## config.mk

```make
export PLATFORM = sky130hd
export DESIGN_NAME = sso_overlay
export DESIGN_NICKNAME = d
export VERILOG_FILES = /design/src/sso_pkg.sv /design/src/sso_overlay.sv
export SDC_FILE = /design/constraint.sdc
export NUM_CORES = 1
export LEC_CHECK = 0
export BUFFER_PORTS_ARGS = -buffer_cell sky130_fd_sc_hd__buf_4
export CORE_MARGIN = 4
export CORE_UTILIZATION = 57
export CTS_CLUSTER_DIAMETER = 30
export CTS_CLUSTER_SIZE = 16
export DETAILED_ROUTE_END_ITERATION = 10
export PLACE_DENSITY_LB_ADDON = 0.2
export SLEW_MARGIN = 20
export SYNTH_ARGS = -nofsm -noshare
export SYNTH_HDL_FRONTEND = slang
export SYNTH_SLANG_ARGS = --single-unit
```

## constraint.sdc

```tcl
create_clock -name pclk -period 2.83 [get_ports pclk]
set_input_delay 0.1415 -clock pclk [delete_from_list [all_inputs] [get_ports pclk]]
set_output_delay 0.1415 -clock pclk [all_outputs]
set_load 0.01 [all_outputs]
```

## src/sso_pkg.sv

```systemverilog
// package of constants, register map and carrier types for the serial-message overlay unit
package sso_pkg;
   // register byte offsets
   localparam logic [7:0] SSO_REG_CTRL = 8'h00;      // enable, crc mode/select, length
   localparam logic [7:0] SSO_REG_WORD_B2 = 8'h04;   // bit-2 overlay word
   localparam logic [7:0] SSO_REG_WORD_B3 = 8'h08;   // bit-3 overlay word
   localparam logic [7:0] SSO_REG_NIBBLE = 8'h0c;    // status nibble 0; crc data sits in the control register
   localparam logic [7:0] SSO_REG_STATUS = 8'h10;    // done count, driver state, overlay bits
   localparam logic [7:0] SSO_REG_FRAME = 8'h14;     // write: frame start strobe
   localparam logic [7:0] SSO_REG_IRQ_STAT = 8'h18;  // sticky events, write one to clear
   localparam logic [7:0] SSO_REG_IRQ_MASK = 8'h1c;  // interrupt mask
   // control field positions
   localparam int SSO_CTRL_LEN_LSB = 0;
   localparam int SSO_LEN_W = 5;
   localparam logic [SSO_LEN_W-1:0] SSO_LEN_ONE = SSO_LEN_W'(1);  // one-bit message, last index in send
   localparam int SSO_CTRL_EN_BIT = 8;
   localparam int SSO_CTRL_CRCSRC_BIT = 9;
   localparam int SSO_CTRL_SEL_LSB = 12;
   localparam int SSO_SEL_W = 4;
   // status field positions
   localparam int SSO_STAT_CNT_LSB = 0;
   localparam int SSO_STAT_DRV_LSB = 8;
   localparam int SSO_STAT_BITS_LSB = 12;
   localparam int SSO_STAT_ACT_BIT = 14;
   // event bit positions
   localparam int SSO_EV_DONE = 0;
   localparam int SSO_EV_ERR = 1;
   localparam int SSO_EV_W = 2;
   // crc select codes and forced nibbles
   localparam logic [3:0] SSO_SEL_LEGACY = 4'h0;
   localparam logic [3:0] SSO_SEL_RECOMMENDED = 4'h1;
   localparam logic [3:0] SSO_SEL_FORCE0 = 4'h2;
   localparam logic [3:0] SSO_SEL_FORCEF = 4'h3;
   localparam logic [3:0] SSO_NIB_ZERO = 4'h0;
   localparam logic [3:0] SSO_NIB_ALL = 4'hf;
   // crc kind fed to the checksum engine
   typedef enum logic [1:0] {
      SSO_CRC_LEGACY = 2'h0,
      SSO_CRC_RECOMMENDED = 2'h1,
      SSO_CRC_FIXED = 2'h2
   } sso_crc_kind_t;
   // overlay state machine, one-hot
   typedef enum logic [1:0] {
      SSO_ST_IDLE = 2'b01,
      SSO_ST_SEND = 2'b10
   } sso_state_t;
   // per-frame output toward the frame encoder
   typedef struct packed {
      logic [3:0] frame_nibble_value;  // status nibble 0 with overlay applied
      sso_crc_kind_t crc_kind;         // how the encoder forms the checksum
      logic [3:0] crc_nibble;          // nibble used when crc_kind is fixed
      logic msg_start;                 // this frame opens a serial message
   } sso_frame_t;
   // driver feedback from the output stage
   typedef struct packed {
      logic hs_overcurrent;
      logic ls_overcurrent;
      logic output_level;
   } sso_drv_fb_t;
endpackage

```

## src/sso_overlay.sv

```systemverilog
// serial-message overlay unit of a single-wire sensor transmitter channel, with apb registers
//
// The APB register port and the register addresses were chosen for this implementation.
`timescale 1ns/1ps
// How it works
// - length zero sends plain status bits
// - length 1..31 overlays bits 2,3
// - length counts bits and frames per message
// - two 32-bit words feed bit 2, bit 3
// - 8-bit counter counts finished messages
// - words latched at message start
// - channel enable 0 unused, 1 used
// - driver state: level, ls oc, hs oc, error
// - select 0 legacy,1 recommended,2 zero,3 all ones
// - select above three gives crc zero
// - disabled output tristated, enabled output active
module sso_overlay (
   // apb clock and reset
   input wire logic pclk,
   input wire logic presetn,
   // apb slave
   input wire logic psel,
   input wire logic penable,
   input wire logic pwrite,
   input wire logic [7:0] paddr,
   input wire logic [31:0] pwdata,
   output logic [31:0] prdata,
   output logic pready,
   output logic pslverr,
   // frame encoder handshake
   input wire logic frame_start,
   output sso_pkg::sso_frame_t overlay_send_group,
   // output driver pin and feedback, feedback is asynchronous
   input wire sso_pkg::sso_drv_fb_t drv_fb,
   output logic sent_out_en,
   output logic sent_active,
   // interrupt
   output logic irq
);
   import sso_pkg::*;

   // software-written state
   logic [SSO_LEN_W-1:0] serial_msg_length;   // bits per serial message
   logic channel_enable;                      // channel in use
   logic crc_by_data;                         // 1: select value is the crc itself
   logic [SSO_SEL_W-1:0] crc_select;          // crc mode or crc data
   logic [31:0] overlay_word_b2;              // staged bit-2 word
   logic [31:0] overlay_word_b3;              // staged bit-3 word
   logic [3:0] status_nibble;                 // plain status nibble 0
   logic [SSO_EV_W-1:0] irq_stat;             // sticky events
   logic [SSO_EV_W-1:0] irq_mask;             // enable per event
   // overlay engine state
   // frames are strobes of this same clock, so only the driver feedback below needs a synchroniser
   sso_state_t state;
   logic [31:0] shift_b2;                     // latched bit-2 word
   logic [31:0] shift_b3;                     // latched bit-3 word
   logic [SSO_LEN_W-1:0] bit_idx;             // index of bit being sent
   logic [7:0] serial_msg_done_count;         // completed messages
   logic [3:0] driver_state;                  // reported driver flags
   logic [2:0] fb_meta;                       // synchroniser first stage
   logic [2:0] fb_sync;                       // synchroniser second stage
   // decoded strobes
   logic wr_en;
   logic frame_wr;
   logic frame_ev;
   logic msg_done;
   logic err_now;

   // an apb write takes effect in its access cycle, the edge where pready is high
   assign wr_en = psel & penable & pwrite;
   // a write to the frame offset stands in for the encoder strobe, the data is ignored
   assign frame_wr = wr_en & (paddr == SSO_REG_FRAME);
   // frames only count while the channel is in use
   assign frame_ev = (frame_start | frame_wr) & channel_enable;
   // last bit of a message leaves on this frame: index one in the send state,
   // or the only frame of a one-bit message, which never leaves idle
   assign msg_done = frame_ev & (((state == SSO_ST_SEND) & (bit_idx == SSO_LEN_ONE))
      | ((state == SSO_ST_IDLE) & (serial_msg_length == SSO_LEN_ONE)));
   // either overcurrent counts as a detected error
   assign err_now = fb_sync[1] | fb_sync[2];

   // two-stage synchroniser for the driver feedback pins
   // the first stage may go metastable, so nothing but the second stage reads it
   // the cost is two cycles of delay on every driver flag
   always_ff @(posedge pclk or negedge presetn) begin
      if (!presetn) begin
         fb_meta <= 3'h0;
         fb_sync <= 3'h0;
      end else begin
         fb_meta <= {drv_fb.hs_overcurrent, drv_fb.ls_overcurrent, drv_fb.output_level};
         fb_sync <= fb_meta;
      end
   end

   // driver state report; error flag set on any overcurrent
   // level bit is forced low while the channel is off, the pin is not driven then
   always_ff @(posedge pclk or negedge presetn) begin
      if (!presetn) begin
         driver_state <= 4'h0;
      end else begin
         driver_state <= {err_now, fb_sync[2], fb_sync[1], fb_sync[0] & channel_enable};
      end
   end

   // control registers written by software
   // a nonzero length change applies from the next message; a change to zero mid-message aborts it
   // mask and nibble sit here too, so one write decoder serves them all
   always_ff @(posedge pclk or negedge presetn) begin
      if (!presetn) begin
         serial_msg_length <= '0;
         channel_enable <= 1'b0;  // default unused
         crc_by_data <= 1'b0;
         crc_select <= '0;
         status_nibble <= 4'h0;
         irq_mask <= '0;
      end else if (wr_en) begin
         case (paddr)
            SSO_REG_CTRL: begin
               serial_msg_length <= pwdata[SSO_CTRL_LEN_LSB +: SSO_LEN_W];
               channel_enable <= pwdata[SSO_CTRL_EN_BIT];
               crc_by_data <= pwdata[SSO_CTRL_CRCSRC_BIT];
               crc_select <= pwdata[SSO_CTRL_SEL_LSB +: SSO_SEL_W];
            end
            SSO_REG_NIBBLE: begin
               status_nibble <= pwdata[3:0];
            end
            SSO_REG_IRQ_MASK: begin
               irq_mask <= pwdata[SSO_EV_W-1:0];
            end
            default: begin
               // other offsets handled elsewhere or ignored
            end
         endcase
      end
   end

   // staged overlay words; software refreshes them after each count step
   // the sequencer reads these only when a message opens, so a write mid-message
   // shapes the next message and never the one in flight
   always_ff @(posedge pclk or negedge presetn) begin
      if (!presetn) begin
         overlay_word_b2 <= 32'h0;
         overlay_word_b3 <= 32'h0;
      end else if (wr_en) begin
         if (paddr == SSO_REG_WORD_B2) begin
            overlay_word_b2 <= pwdata;
         end
         if (paddr == SSO_REG_WORD_B3) begin
            overlay_word_b3 <= pwdata;
         end
      end
   end

   // overlay sequencer: latch words, walk the bit index down per frame
   always_ff @(posedge pclk or negedge presetn) begin
      if (!presetn) begin
         state <= SSO_ST_IDLE;
         shift_b2 <= 32'h0;
         shift_b3 <= 32'h0;
         bit_idx <= '0;
      end else begin
         case (state)
            SSO_ST_IDLE: begin
               // length zero keeps the engine parked
               if (frame_ev && serial_msg_length != '0) begin
                  // latch both words as the message opens
                  shift_b2 <= overlay_word_b2;
                  shift_b3 <= overlay_word_b3;
                  bit_idx <= serial_msg_length - 1'b1;
                  // a one-bit message opens and closes in this frame, so it stays idle
                  state <= (serial_msg_length == SSO_LEN_ONE) ? SSO_ST_IDLE : SSO_ST_SEND;
               end
            end
            SSO_ST_SEND: begin
               if (serial_msg_length == '0 || !channel_enable) begin
                  state <= SSO_ST_IDLE;
               end else if (frame_ev) begin
                  // the index stops at one: the frame output reads index minus one,
                  // so this frame carries bit zero and nothing ever reads below it
                  if (bit_idx == SSO_LEN_ONE) begin
                     // back to back: the next message opens in the next frame
                     state <= SSO_ST_IDLE;
                  end else begin
                     bit_idx <= bit_idx - 1'b1;
                  end
               end
            end
            default: begin
               // an illegal code falls back to idle
               state <= SSO_ST_IDLE;
            end
         endcase
      end
   end

   // completion counter; a one-bit message completes in its only frame
   always_ff @(posedge pclk or negedge presetn) begin
      if (!presetn) begin
         serial_msg_done_count <= 8'h0;
      end else if (msg_done) begin
         // plain eight-bit add wraps from the top value back to zero
         serial_msg_done_count <= serial_msg_done_count + 8'h1;
      end
   end

   // frame output: status nibble with overlay and checksum choice
   // msg_start stands for one cycle after the opening frame
   // the nibble holds between frames so the encoder may take it at any time
   always_ff @(posedge pclk or negedge presetn) begin
      if (!presetn) begin
         overlay_send_group <= '0;
      end else begin
         overlay_send_group.msg_start <= frame_ev && state == SSO_ST_IDLE && serial_msg_length != '0;
         if (frame_ev) begin
            if (serial_msg_length == '0) begin
               overlay_send_group.frame_nibble_value <= status_nibble;
            end else if (state == SSO_ST_IDLE) begin
               // first bit comes from the words being latched now, msb of the message first
               overlay_send_group.frame_nibble_value <= {overlay_word_b3[serial_msg_length - 1'b1],
                  overlay_word_b2[serial_msg_length - 1'b1], status_nibble[1:0]};
            end else begin
               overlay_send_group.frame_nibble_value <= {shift_b3[bit_idx - 1'b1],
                  shift_b2[bit_idx - 1'b1], status_nibble[1:0]};
            end
         end
         // checksum choice follows software at all times
         // the checksum engine itself sits in the encoder; only the choice is made here
         if (crc_by_data) begin
            overlay_send_group.crc_kind <= SSO_CRC_FIXED;
            overlay_send_group.crc_nibble <= crc_select;
         end else begin
            case (crc_select)
               SSO_SEL_LEGACY: begin
                  overlay_send_group.crc_kind <= SSO_CRC_LEGACY;
                  overlay_send_group.crc_nibble <= SSO_NIB_ZERO;
               end
               SSO_SEL_RECOMMENDED: begin
                  overlay_send_group.crc_kind <= SSO_CRC_RECOMMENDED;
                  overlay_send_group.crc_nibble <= SSO_NIB_ZERO;
               end
               SSO_SEL_FORCE0: begin
                  overlay_send_group.crc_kind <= SSO_CRC_FIXED;
                  overlay_send_group.crc_nibble <= SSO_NIB_ZERO;
               end
               SSO_SEL_FORCEF: begin
                  overlay_send_group.crc_kind <= SSO_CRC_FIXED;
                  overlay_send_group.crc_nibble <= SSO_NIB_ALL;
               end
               default: begin
                  // out-of-range selection sends a zero checksum
                  overlay_send_group.crc_kind <= SSO_CRC_FIXED;
                  overlay_send_group.crc_nibble <= SSO_NIB_ZERO;
               end
            endcase
         end
      end
   end

   // pin drive: tristate while the channel is off
   // enable and active move together, one cycle after the control write
   always_ff @(posedge pclk or negedge presetn) begin
      if (!presetn) begin
         sent_out_en <= 1'b0;
         sent_active <= 1'b0;
      end else begin
         sent_out_en <= channel_enable;
         sent_active <= channel_enable;
      end
   end

   // sticky events; a set in the clearing cycle wins
   // done follows every counter step, error the synchronised overcurrent level
   // while an overcurrent lasts the error bit stays set, a clear in that time has no effect
   always_ff @(posedge pclk or negedge presetn) begin
      if (!presetn) begin
         irq_stat <= '0;
      end else begin
         for (int i = 0; i < SSO_EV_W; i++) begin
            if ((i == SSO_EV_DONE && msg_done) || (i == SSO_EV_ERR && err_now)) begin
               irq_stat[i] <= 1'b1;
            end else if (wr_en && paddr == SSO_REG_IRQ_STAT && pwdata[i]) begin
               irq_stat[i] <= 1'b0;
            end
         end
      end
   end

   // level interrupt, registered so it leaves a flip-flop
   // one cycle late against the status bits, traded for a clean output
   always_ff @(posedge pclk or negedge presetn) begin
      if (!presetn) begin
         irq <= 1'b0;
      end else begin
         irq <= |(irq_stat & irq_mask);
      end
   end

   // apb answer: zero wait states, read data valid in the access phase
   // this works because the read mux below is registered in the setup cycle
   // pslverr is tied low: unmapped offsets read zero and ignore writes
   always_ff @(posedge pclk or negedge presetn) begin
      if (!presetn) begin
         pready <= 1'b0;
         pslverr <= 1'b0;
      end else begin
         // ready rises in the access phase and drops after it
         pready <= psel & ~penable;
         pslverr <= 1'b0;
      end
   end

   // read mux registered at setup so data stands during access
   // a mux loaded in the access cycle would be one edge too late for zero wait states
   always_ff @(posedge pclk or negedge presetn) begin
      if (!presetn) begin
         prdata <= 32'h0;
      end else if (psel && !penable && !pwrite) begin
         case (paddr)
            SSO_REG_CTRL: begin
               prdata <= 32'h0;
               prdata[SSO_CTRL_LEN_LSB +: SSO_LEN_W] <= serial_msg_length;
               prdata[SSO_CTRL_EN_BIT] <= channel_enable;
               prdata[SSO_CTRL_CRCSRC_BIT] <= crc_by_data;
               prdata[SSO_CTRL_SEL_LSB +: SSO_SEL_W] <= crc_select;
            end
            SSO_REG_WORD_B2: prdata <= overlay_word_b2;
            SSO_REG_WORD_B3: prdata <= overlay_word_b3;
            SSO_REG_NIBBLE: prdata <= {28'h0, status_nibble};
            SSO_REG_STATUS: begin
               prdata <= 32'h0;
               prdata[SSO_STAT_CNT_LSB +: 8] <= serial_msg_done_count;
               prdata[SSO_STAT_DRV_LSB +: 4] <= driver_state;
               prdata[SSO_STAT_BITS_LSB +: 2] <= overlay_send_group.frame_nibble_value[3:2];
               prdata[SSO_STAT_ACT_BIT] <= (state == SSO_ST_SEND);
            end
            SSO_REG_IRQ_STAT: prdata <= {{(32-SSO_EV_W){1'b0}}, irq_stat};
            SSO_REG_IRQ_MASK: prdata <= {{(32-SSO_EV_W){1'b0}}, irq_mask};
            default: prdata <= 32'h0;  // unmapped and write-only read zero
         endcase
      end
   end
endmodule

```

==> flow_summary.yaml, run 1 <==
detailed_routing:
  route.final.wire_length_um: 27000
  route.detailed.wl_per_inst_um: 22.4
  antenna_left: 0
  dr.first_iter.drc_count: 402
  viasPerCell: 6.07
  drc_errors: 0
  firstDrtPassIters: 5
  detailroute.via_count: 7311
global_routing:
  maximum_number_of_pins_on_one_net_before_global_route_repair: 77
  groute.usage.overall_pct: 26.8
  grt_pass1_vias: 7952
  grt_overflow_total: 0
  antenna_found_initial: 0
  grt_first_pass_wirelength_um: 43100
finish:
  layout-area-overhead-vs-synth_pct: 26.4
  stdcell_count: 1205
  finalNetCount: 994
  final.fill_count: 1142
  postLayoutCoreUtil_pct: 73.6
  layout-drive-gt1-share_pct: 39.5
  stdcell_area_um2: 13300
  diode_count: 0
placed_design:
  detailed_place_hpwl_um: 18400
  dp_cells: 1085
  placed_cell_area_um2: 11400
  numPortBuffers: 95
  gpl.final_weighted_congestion: 0.888
yosys:
  synth_adder_area_share_pct: 0.595
  dominantRegCellSynth: "sky130_fd_sc_hd__dfrtp_1"
  synth_edf_count: 0
  count_of_unique_library_cells_instantiated_by_yosys: 67
  proportion_of_synthesized_area_in_mux_cells_pct: 26.3
  synth_compound_gate_area_share_pct: 9.31
  postSynth.asyncResetShare_pct: 100
  main_combinational_cell_family_by_area_after_synthesis: "multiplexers"
  synthDominantCellAreaShare_pct: 51.6
  synth_nets: 846
  synthesis.yosys.warnings: 0
  postSynthAreaPerCell_um2: 13.3
  simple_gate_fraction_of_synth_area_pct: 7.67
  ys_seq_elements: 218
  yosys-top-cells-area: "sky130_fd_sc_hd__dfrtp_1, sky130_fd_sc_hd__mux2_2, sky130_fd_sc_hd__mux2_4"
  post_synthesis_xor_xnor_area_fraction_pct: 0.820
  yosysSeqAreaShare_pct: 51.9
  netlist_area_um2: 10500
  synth_largest_area_cell: "sky130_fd_sc_hd__dfrtp_1"
  synthesis.instances: 792
floorplanning:
  floorplan.initialDensity_pct: 58.2
  rows: 49
  chipHeight_um: 144
  top_level_ports: 97
  core-area_um2: 18100
  die_w_um: 144
  dieArea_um2: 20700
setup_path:
  cp.buffers_inverters: 1
  crit_slowest_cell: "sky130_fd_sc_hd__mux4_1"
  critPathKind: "register to register"
  worst-path-max-fanout: 9
  cp_slowest_stage_delay_ns: 0.61
  cp_data_required_time_ns: 3.22
  cpLargestDelayFamily: "multiplexers"
  arrival_ns: 2.99
  cells_along_the_critical_path: "inv_1, ha_2, mux4_1, mux2_2, a22oi_2, nand3_1, a21oi_2, a21oi_1"
  critical_path.endpoint_type: "register"
  worst_setup_path_start_kind: "register"
timing:
  worst-slew-pin-transition_ns: 0.641
  period_needed_ns: 2.60
  max-slew-margin-rel_pct: 57.3
  final.period_utilization_pct: 91.8
  maxSlewViolCount: 0
  finalClockSkew_ns: 0.0214
  finalSetupViolCount: 0
  maxClockFrequency_mhz: 385
  timing_hold_violations_final: 0
  unrepaired_setup_endpoints_after_global_routing: "no"
  setup_tns_after_final_layout_ns: 0
clock_network:
  tritoncts: "built"
  cts.sinks: 218
  cts.root.buffer_cell: "sky130_fd_sc_hd__clkbuf_16"
  cts_inserted_buffers: 44
  cts_htree_levels: 2
  clk-insertion-delay-late_ns: 0.52
  cts-root-to-sink-buffers: 3
  path_clk_slew_ns: 0.05
power_and_ir_drop:
  power.density_nw_per_um2: 646
  ir_worst_vdd_v: 0.000461
  totalPowerFinal_mw: 8.59
  leakage_nw: 6.33
run_status:
  outcome: "completed"
worst_hold_path:
  class_of_the_tightest_hold_or_removal_check: "primary input to register"
run:
  max_cap_violations: 0
## sequential cells by signal (all words and copies together), names as in the netlist, 2 cells and up
signal,flops
overlay_word_b2,32
overlay_word_b3,32
prdata,32
shift_b2,32
shift_b3,32
overlay_send_group,11
serial_msg_done_count,8
bit_idx,5
serial_msg_length,5
crc_select,4
driver_state,4
status_nibble,4
fb_meta,3
fb_sync,3
irq_mask,2
irq_stat,2
state,2
## worst paths after layout
path                                      start                        to  slack [ns]  cells past startpoint
max reg2reg                serial_msg_length[1]    overlay_send_group[10]        0.23                      8
max in group asynchronous               presetn                prdata[14]        1.75                      3
min in group asynchronous               presetn  serial_msg_done_count[4]        0.22                      2
min reg2reg                          fb_meta[0]                fb_sync[0]        0.35                      0
min                                    paddr[4]               irq_stat[0]        0.08                      5
max                        serial_msg_length[1]    overlay_send_group[10]        0.23                      8
## routing by layer
metal | GRT usage, % | vias up | routed length, um
met3 | 4.43 | 59 | 1210
met2 | 45.5 | 232 | 13700
met1 | 35.2 | 3781 | 11300
li1 | - | 3239 | -
met5 | 0 | - | 0
met4 | 9.37 | 0 | 750
## tightest hold or removal path, cell delays in order
cell	delay, ns
sky130_fd_sc_hd__buf_4	0.13
sky130_fd_sc_hd__nand3_1	0.07
sky130_fd_sc_hd__nor2_1	0.06
sky130_fd_sc_hd__nand2_1	0.06
sky130_fd_sc_hd__a21o_1	0.10
## layout make-up
class	instances	area [um2]	share of cell area, %
Clock buffer	50	1170	8.83
Clock inverter	32	309	2.32
Inverter	10	37.5	0.282
Multi-Input combinational cell	511	4710	35.4
Sequential cell	218	5460	41.0
Tap cell	229	287	2.15
Timing Repair Buffer	155	1330	9.98
## where the power goes
part | total (mW) | switching [mW] | internal (mW) | leakage, nW
clock network | 5.06 | 1.70 | 3.36 | 0.713
logic | 0.334 | 0.177 | 0.157 | 2.61
registers | 3.20 | 0.0405 | 3.16 | 3.01
total | 8.59 | 1.92 | 6.67 | 6.33
## synth_stat cells (all sizes together), types with 9 or more instances
library cell / instances
a21oi: 25
a22o: 12
a22oi: 32
buf: 39
clkbuf: 14
dfrtp: 217
inv: 10
mux2: 154
mux2i: 21
mux4: 26
nand2: 55
nand3: 16
nor2: 27
nor2b: 9
o21ai: 40
## cells in the final DEF (no fill, tap or decap), types with 16 or more instances in the layout
cell,synthesis,layout
sky130_fd_sc_hd__mux2_4,50,50
sky130_fd_sc_hd__mux2_2,99,99
sky130_fd_sc_hd__a22oi_1,31,31
sky130_fd_sc_hd__buf_4,3,111
sky130_fd_sc_hd__a21oi_1,23,23
sky130_fd_sc_hd__nand3_1,16,16
sky130_fd_sc_hd__dlygate4sd3_1,0,38
sky130_fd_sc_hd__dfrtp_1,217,217
sky130_fd_sc_hd__mux2i_1,21,21
sky130_fd_sc_hd__nor2_1,26,25
sky130_fd_sc_hd__nand2_1,54,54
sky130_fd_sc_hd__o21ai_0,30,30
sky130_fd_sc_hd__clkbuf_16,0,45
## repair_timing
| action | 4_1_cts | 5_1_grt |
|---|---|---|
| hold endpoints to repair | 160 | 0 |
| buffers inserted | 0 | 0 |
| setup endpoints to repair | 0 | 2 |
| resized for setup | 0 | 1 |
| hold buffers | 38 | 0 |
## kinds of logic after synthesis
logic type,after synthesis
DFF,218
muxes,201
and+or+nand+nor,152
AOI/OAI and AO/OA,143
buffers and inverters,63
xor gates and xnor gates,9
adders and majority gates,5
other,1
## metrics by stage
stage | setup slack [ns] | hold WS (ns)
floorplan | 0.287 | -0.154
global placement | 0.279 | 0.205
detailed placement | 0.165 | 0.216
CTS | 0.112 | 0.0737
global route | 0.0480 | 0.114
finish | 0.233 | 0.0844
(Power assumes the default switching activity.)
==> run 2: changes to the inputs <==
CORE_MARGIN = 2   (was 4)
REMOVE_ABC_BUFFERS = 1   (was unset)
==> flow_summary.yaml, run 2 (synthesized netlist as in run 1, its figures left out) <==
timing:
  setup_tns_after_final_layout_ns: 0
  maxSlewViolCount: 0
  max-slew-margin-rel_pct: 49.4
  unrepaired_setup_endpoints_after_global_routing: "no"
  timing_hold_violations_final: 0
  worst-slew-pin-transition_ns: 0.752
  maxClockFrequency_mhz: 381
  finalClockSkew_ns: 0.0168
  finalSetupViolCount: 0
  final.period_utilization_pct: 92.8
  period_needed_ns: 2.63
finish:
  diode_count: 0
  stdcell_count: 1201
  layout-drive-gt1-share_pct: 39.5
  layout-area-overhead-vs-synth_pct: 26.4
  commonest_non_fill_non_tap_cells_in_the_layout: "sky130_fd_sc_hd__dfrtp_1, sky130_fd_sc_hd__buf_4, sky130_fd_sc_hd__mux2_2"
  finalNetCount: 994
  stdcell_area_um2: 13300
  layout.cells.most_common: "sky130_fd_sc_hd__dfrtp_1"
global_routing:
  grt_overflow_total: 0
  groute.usage.overall_pct: 28.4
  grt_first_pass_wirelength_um: 43100
  antenna_found_initial: 0
  grt_pass1_vias: 7709
  maximum_number_of_pins_on_one_net_before_global_route_repair: 89
detailed_routing:
  viasPerCell: 6.07
  antenna_left: 0
  route.detailed.wl_per_inst_um: 22.7
  drc_errors: 0
  detailroute.via_count: 7286
  route.final.wire_length_um: 27200
  dr.first_iter.drc_count: 568
  firstDrtPassIters: 4
placed_design:
  numPortBuffers: 95
  dp_cells: 1088
  detailed_place_hpwl_um: 18000
  placed_cell_area_um2: 11400
  gpl.final_weighted_congestion: 0.923
clock_network:
  cts.sinks: 218
  tritoncts: "built"
  cts-root-to-sink-buffers: 3
  cts_htree_levels: 2
  cts_inserted_buffers: 41
  clk-insertion-delay-late_ns: 0.52
  path_clk_slew_ns: 0.06
  cts.root.buffer_cell: "sky130_fd_sc_hd__clkbuf_16"
  cts_setup_buffers: 0
setup_path:
  critPathKind: "register to register"
  worst_setup_path_start_kind: "register"
  cp_data_required_time_ns: 3.22
  critical_path.endpoint_type: "register"
  arrival_ns: 3.02
  worst-path-max-fanout: 10
run_status:
  outcome: "completed"
run:
  max_cap_violations: 0
floorplanning:
  top_level_ports: 97
  floorplan.initialDensity_pct: 58.4
  dieArea_um2: 19600
  rows: 49
  die_w_um: 140
  core-area_um2: 18000
  chipHeight_um: 140
power_and_ir_drop:
  ir_worst_vdd_v: 0.000657
  power.density_nw_per_um2: 652
  totalPowerFinal_mw: 8.68
  leakage_nw: 6.33
worst_hold_path:
  class_of_the_tightest_hold_or_removal_check: "primary input to register"
run 2: metal layers:
| metal | wire [um] | global-route usage, % |
|---|---|---|
| met1 | 11300 | 36.8 |
| met2 | 13700 | 48.4 |
| met3 | 1370 | 4.58 |
| met4 | 842 | 10.7 |
| met5 | 0 | 0 |
run 2: worst max-delay path: stages (launching register included):
cell and delay (ns):
sky130_fd_sc_hd__dfrtp_1 0.48, sky130_fd_sc_hd__inv_1 0.11, sky130_fd_sc_hd__ha_2 0.53, sky130_fd_sc_hd__mux4_1 0.62
sky130_fd_sc_hd__mux2_2 0.30, sky130_fd_sc_hd__a22oi_2 0.18, sky130_fd_sc_hd__nand3_1 0.10, sky130_fd_sc_hd__a21oi_2 0.11
sky130_fd_sc_hd__a21oi_1 0.07
run 2: metrics by stage:
step	hold slack [ns]	util, %	setup slack [ns]
global placement	0.160	63.4	0.260
floorplan	-0.154	-	-1.26
CTS	0.0594	73.8	0.148
finish	0.0756	73.8	0.204
detailed placement	0.175	63.4	0.170
global route	0.0918	73.8	0.0996
run 2: final timing paths:
path,startpoint,to,slack (ns),depth (start not counted)
worst min register to register,fb_meta[2],fb_sync[2],0.35,0
min in group asynchronous,presetn,driver_state[3],0.17,2
max in group asynchronous,presetn,prdata[17],1.76,3
worst max register to register,serial_msg_length[1],overlay_send_group[10],0.20,8
worst min-delay path,paddr[4],irq_stat[0],0.08,5
worst max-delay path,serial_msg_length[1],overlay_send_group[10],0.20,8
run 2: what timing repair did:
item	in CTS	in global routing
endpoints found under the hold margin	154	0
endpoints found under the setup margin	0	2
hold buffers	38	0
resized for setup	0	1
run 2: layout make-up:
type,instances,area (um2)
multi-input combinational,511,4710
timing repair buffer,158,1330
inverter,10,37.5
tap,229,287
fill,1178,4720
clock buffer,46,1110
sequential,218,5460
clock inverter,29,377
run 2: report_power, final:
group	internal [mW]	leakage, nW	switching, mW
Combinational	0.157	2.61	0.178
Sequential	3.15	3.01	0.0414
Clock	3.41	0.701	1.74
Total	6.72	6.33	1.96
==> run 3: changes to the inputs <==
SETUP_SLACK_MARGIN = 0.4   (was unset)
==> flow_summary.yaml, run 3 (synthesized netlist as in run 1, its figures left out) <==
run_status:
  outcome: "completed"
finish:
  stdcell_count: 1208
  stdcell_area_um2: 13400
  layout.cells.most_common: "sky130_fd_sc_hd__dfrtp_1"
  finalNetCount: 1001
  diode_count: 0
  layout-drive-gt1-share_pct: 40.1
  layout-area-overhead-vs-synth_pct: 27.0
  commonest_non_fill_non_tap_cells_in_the_layout: "sky130_fd_sc_hd__dfrtp_1, sky130_fd_sc_hd__buf_4, sky130_fd_sc_hd__mux2_2"
  postLayoutCoreUtil_pct: 74.2
timing:
  worst-slew-pin-transition_ns: 0.720
  period_needed_ns: 2.27
  maxSlewViolCount: 0
  maxClockFrequency_mhz: 440
  final.period_utilization_pct: 80.3
  max-slew-margin-rel_pct: 51.6
  hold_ws_ns: 0.0743
  finalSetupViolCount: 0
  post-route-worst-setup-slack_ns: 0.558
  finalClockSkew_ns: 0.0187
  timing_hold_violations_final: 0
  unrepaired_setup_endpoints_after_global_routing: "yes"
floorplanning:
  rows: 49
  dieArea_um2: 19600
  core-area_um2: 18000
  top_level_ports: 97
  die_w_um: 140
  chipHeight_um: 140
  floorplan.initialDensity_pct: 58.4
global_routing:
  maximum_number_of_pins_on_one_net_before_global_route_repair: 89
  antenna_found_initial: 0
  groute.usage.overall_pct: 28.4
  grt_first_pass_wirelength_um: 43100
  grt_overflow_total: 0
  grt_pass1_vias: 7723
placed_design:
  placed_cell_area_um2: 11400
  numPortBuffers: 95
  gpl.final_weighted_congestion: 0.923
  dpl_ws_ns: 0.170
  dp_cells: 1088
  detailed_place_hpwl_um: 18000
detailed_routing:
  drc_errors: 0
  antenna_left: 0
  route.detailed.wl_per_inst_um: 22.6
  dr.first_iter.drc_count: 520
  detailroute.via_count: 7371
  route.final.wire_length_um: 27300
  viasPerCell: 6.10
  firstDrtPassIters: 6
power_and_ir_drop:
  ir_worst_vdd_v: 0.000658
  leakage_nw: 6.36
  power.density_nw_per_um2: 650
clock_network:
  cts.root.buffer_cell: "sky130_fd_sc_hd__clkbuf_16"
  cts_inserted_buffers: 41
  cts_htree_levels: 2
  clk-insertion-delay-late_ns: 0.53
  cts.sinks: 218
  path_clk_slew_ns: 0.06
  tritoncts: "built"
  cts-root-to-sink-buffers: 3
setup_path:
  critical_path.endpoint_type: "register"
  worst-path-max-fanout: 8
  r2r_depth: 10
  critPathKind: "register to register"
  cp_data_required_time_ns: 3.22
  arrival_ns: 2.67
  worst_setup_path_start_kind: "register"
worst_hold_path:
  class_of_the_tightest_hold_or_removal_check: "primary input to register"
  holdPathStages: 5
run:
  max_cap_violations: 0
-- run 3: changes by cell type in the layout (fill, tap and decap cells not counted), sizes merged --
cell  previous run  this run
buf            119       126
-- run 3: path summary, 6_finish.rpt --
kind	startpoint	endpoint	slack (ns)
worst max-delay path	serial_msg_length[0]	overlay_send_group[10]	0.56
min in group asynchronous	presetn	driver_state[3]	0.17
worst min-delay path	paddr[4]	irq_stat[0]	0.07
worst max register to register	serial_msg_length[0]	overlay_send_group[10]	0.56
worst min register to register	fb_meta[2]	fb_sync[2]	0.35
max in group asynchronous	presetn	prdata[17]	1.76
-- run 3: repair_timing --
item	CTS	global route
buffers inserted	0	7
gates resized for setup	3	2
setup endpoints to repair	2	4
hold buffers	38	0
pin swaps	0	2
hold endpoints to repair	154	0
-- run 3: worst max-delay path, stage by stage (launching register included) --
cell	delay [ns]
sky130_fd_sc_hd__dfrtp_1	0.39
sky130_fd_sc_hd__inv_1	0.12
sky130_fd_sc_hd__ha_4	0.16
sky130_fd_sc_hd__xor2_2	0.20
sky130_fd_sc_hd__buf_6	0.18
sky130_fd_sc_hd__buf_4	0.13
sky130_fd_sc_hd__mux4_2	0.48
sky130_fd_sc_hd__nand2_1	0.08
sky130_fd_sc_hd__nand4_1	0.15
sky130_fd_sc_hd__a21oi_2	0.17
sky130_fd_sc_hd__a21oi_1	0.07
-- run 3: power breakdown --
part           internal [mW]  total (mW)  switching (mW)
logic                  0.161       0.341           0.180
registers               3.15        3.20          0.0413
clock network           3.41        5.16            1.75
total                   6.72        8.70            1.97
-- run 3: layer usage --
metal / wire length [um] / global-route usage, % / up-vias / share of wire, %
met1: 11400 / 36.6 / 3799 / 42
met4: 900 / 10.8 / 0 / 3.3
met5: 0 / 0 / - / 0
met3: 1350 / 4.75 / 64 / 5.0
li1: - / - / 3248 / -
met2: 13700 / 48.5 / 260 / 50
-- run 3: cell type report --
type                       instances  area, um2
clock buffer                      46       1110
clock inverter                    29        377
fill                            1168       4660
inverter                          10       37.5
multi-input combinational        511       4720
sequential                       218       5460
tap                              229        287
timing repair buffer             165       1380
-- run 3: metrics by stage --
step / total power [mW] / setup TNS, ns
final: 8.70 / 0
after global routing: 8.92 / 0
after floorplan: 3.33 / -83.31
after CTS: 8.72 / 0
after global placement: 3.53 / 0
after detailed placement: 3.54 / 0
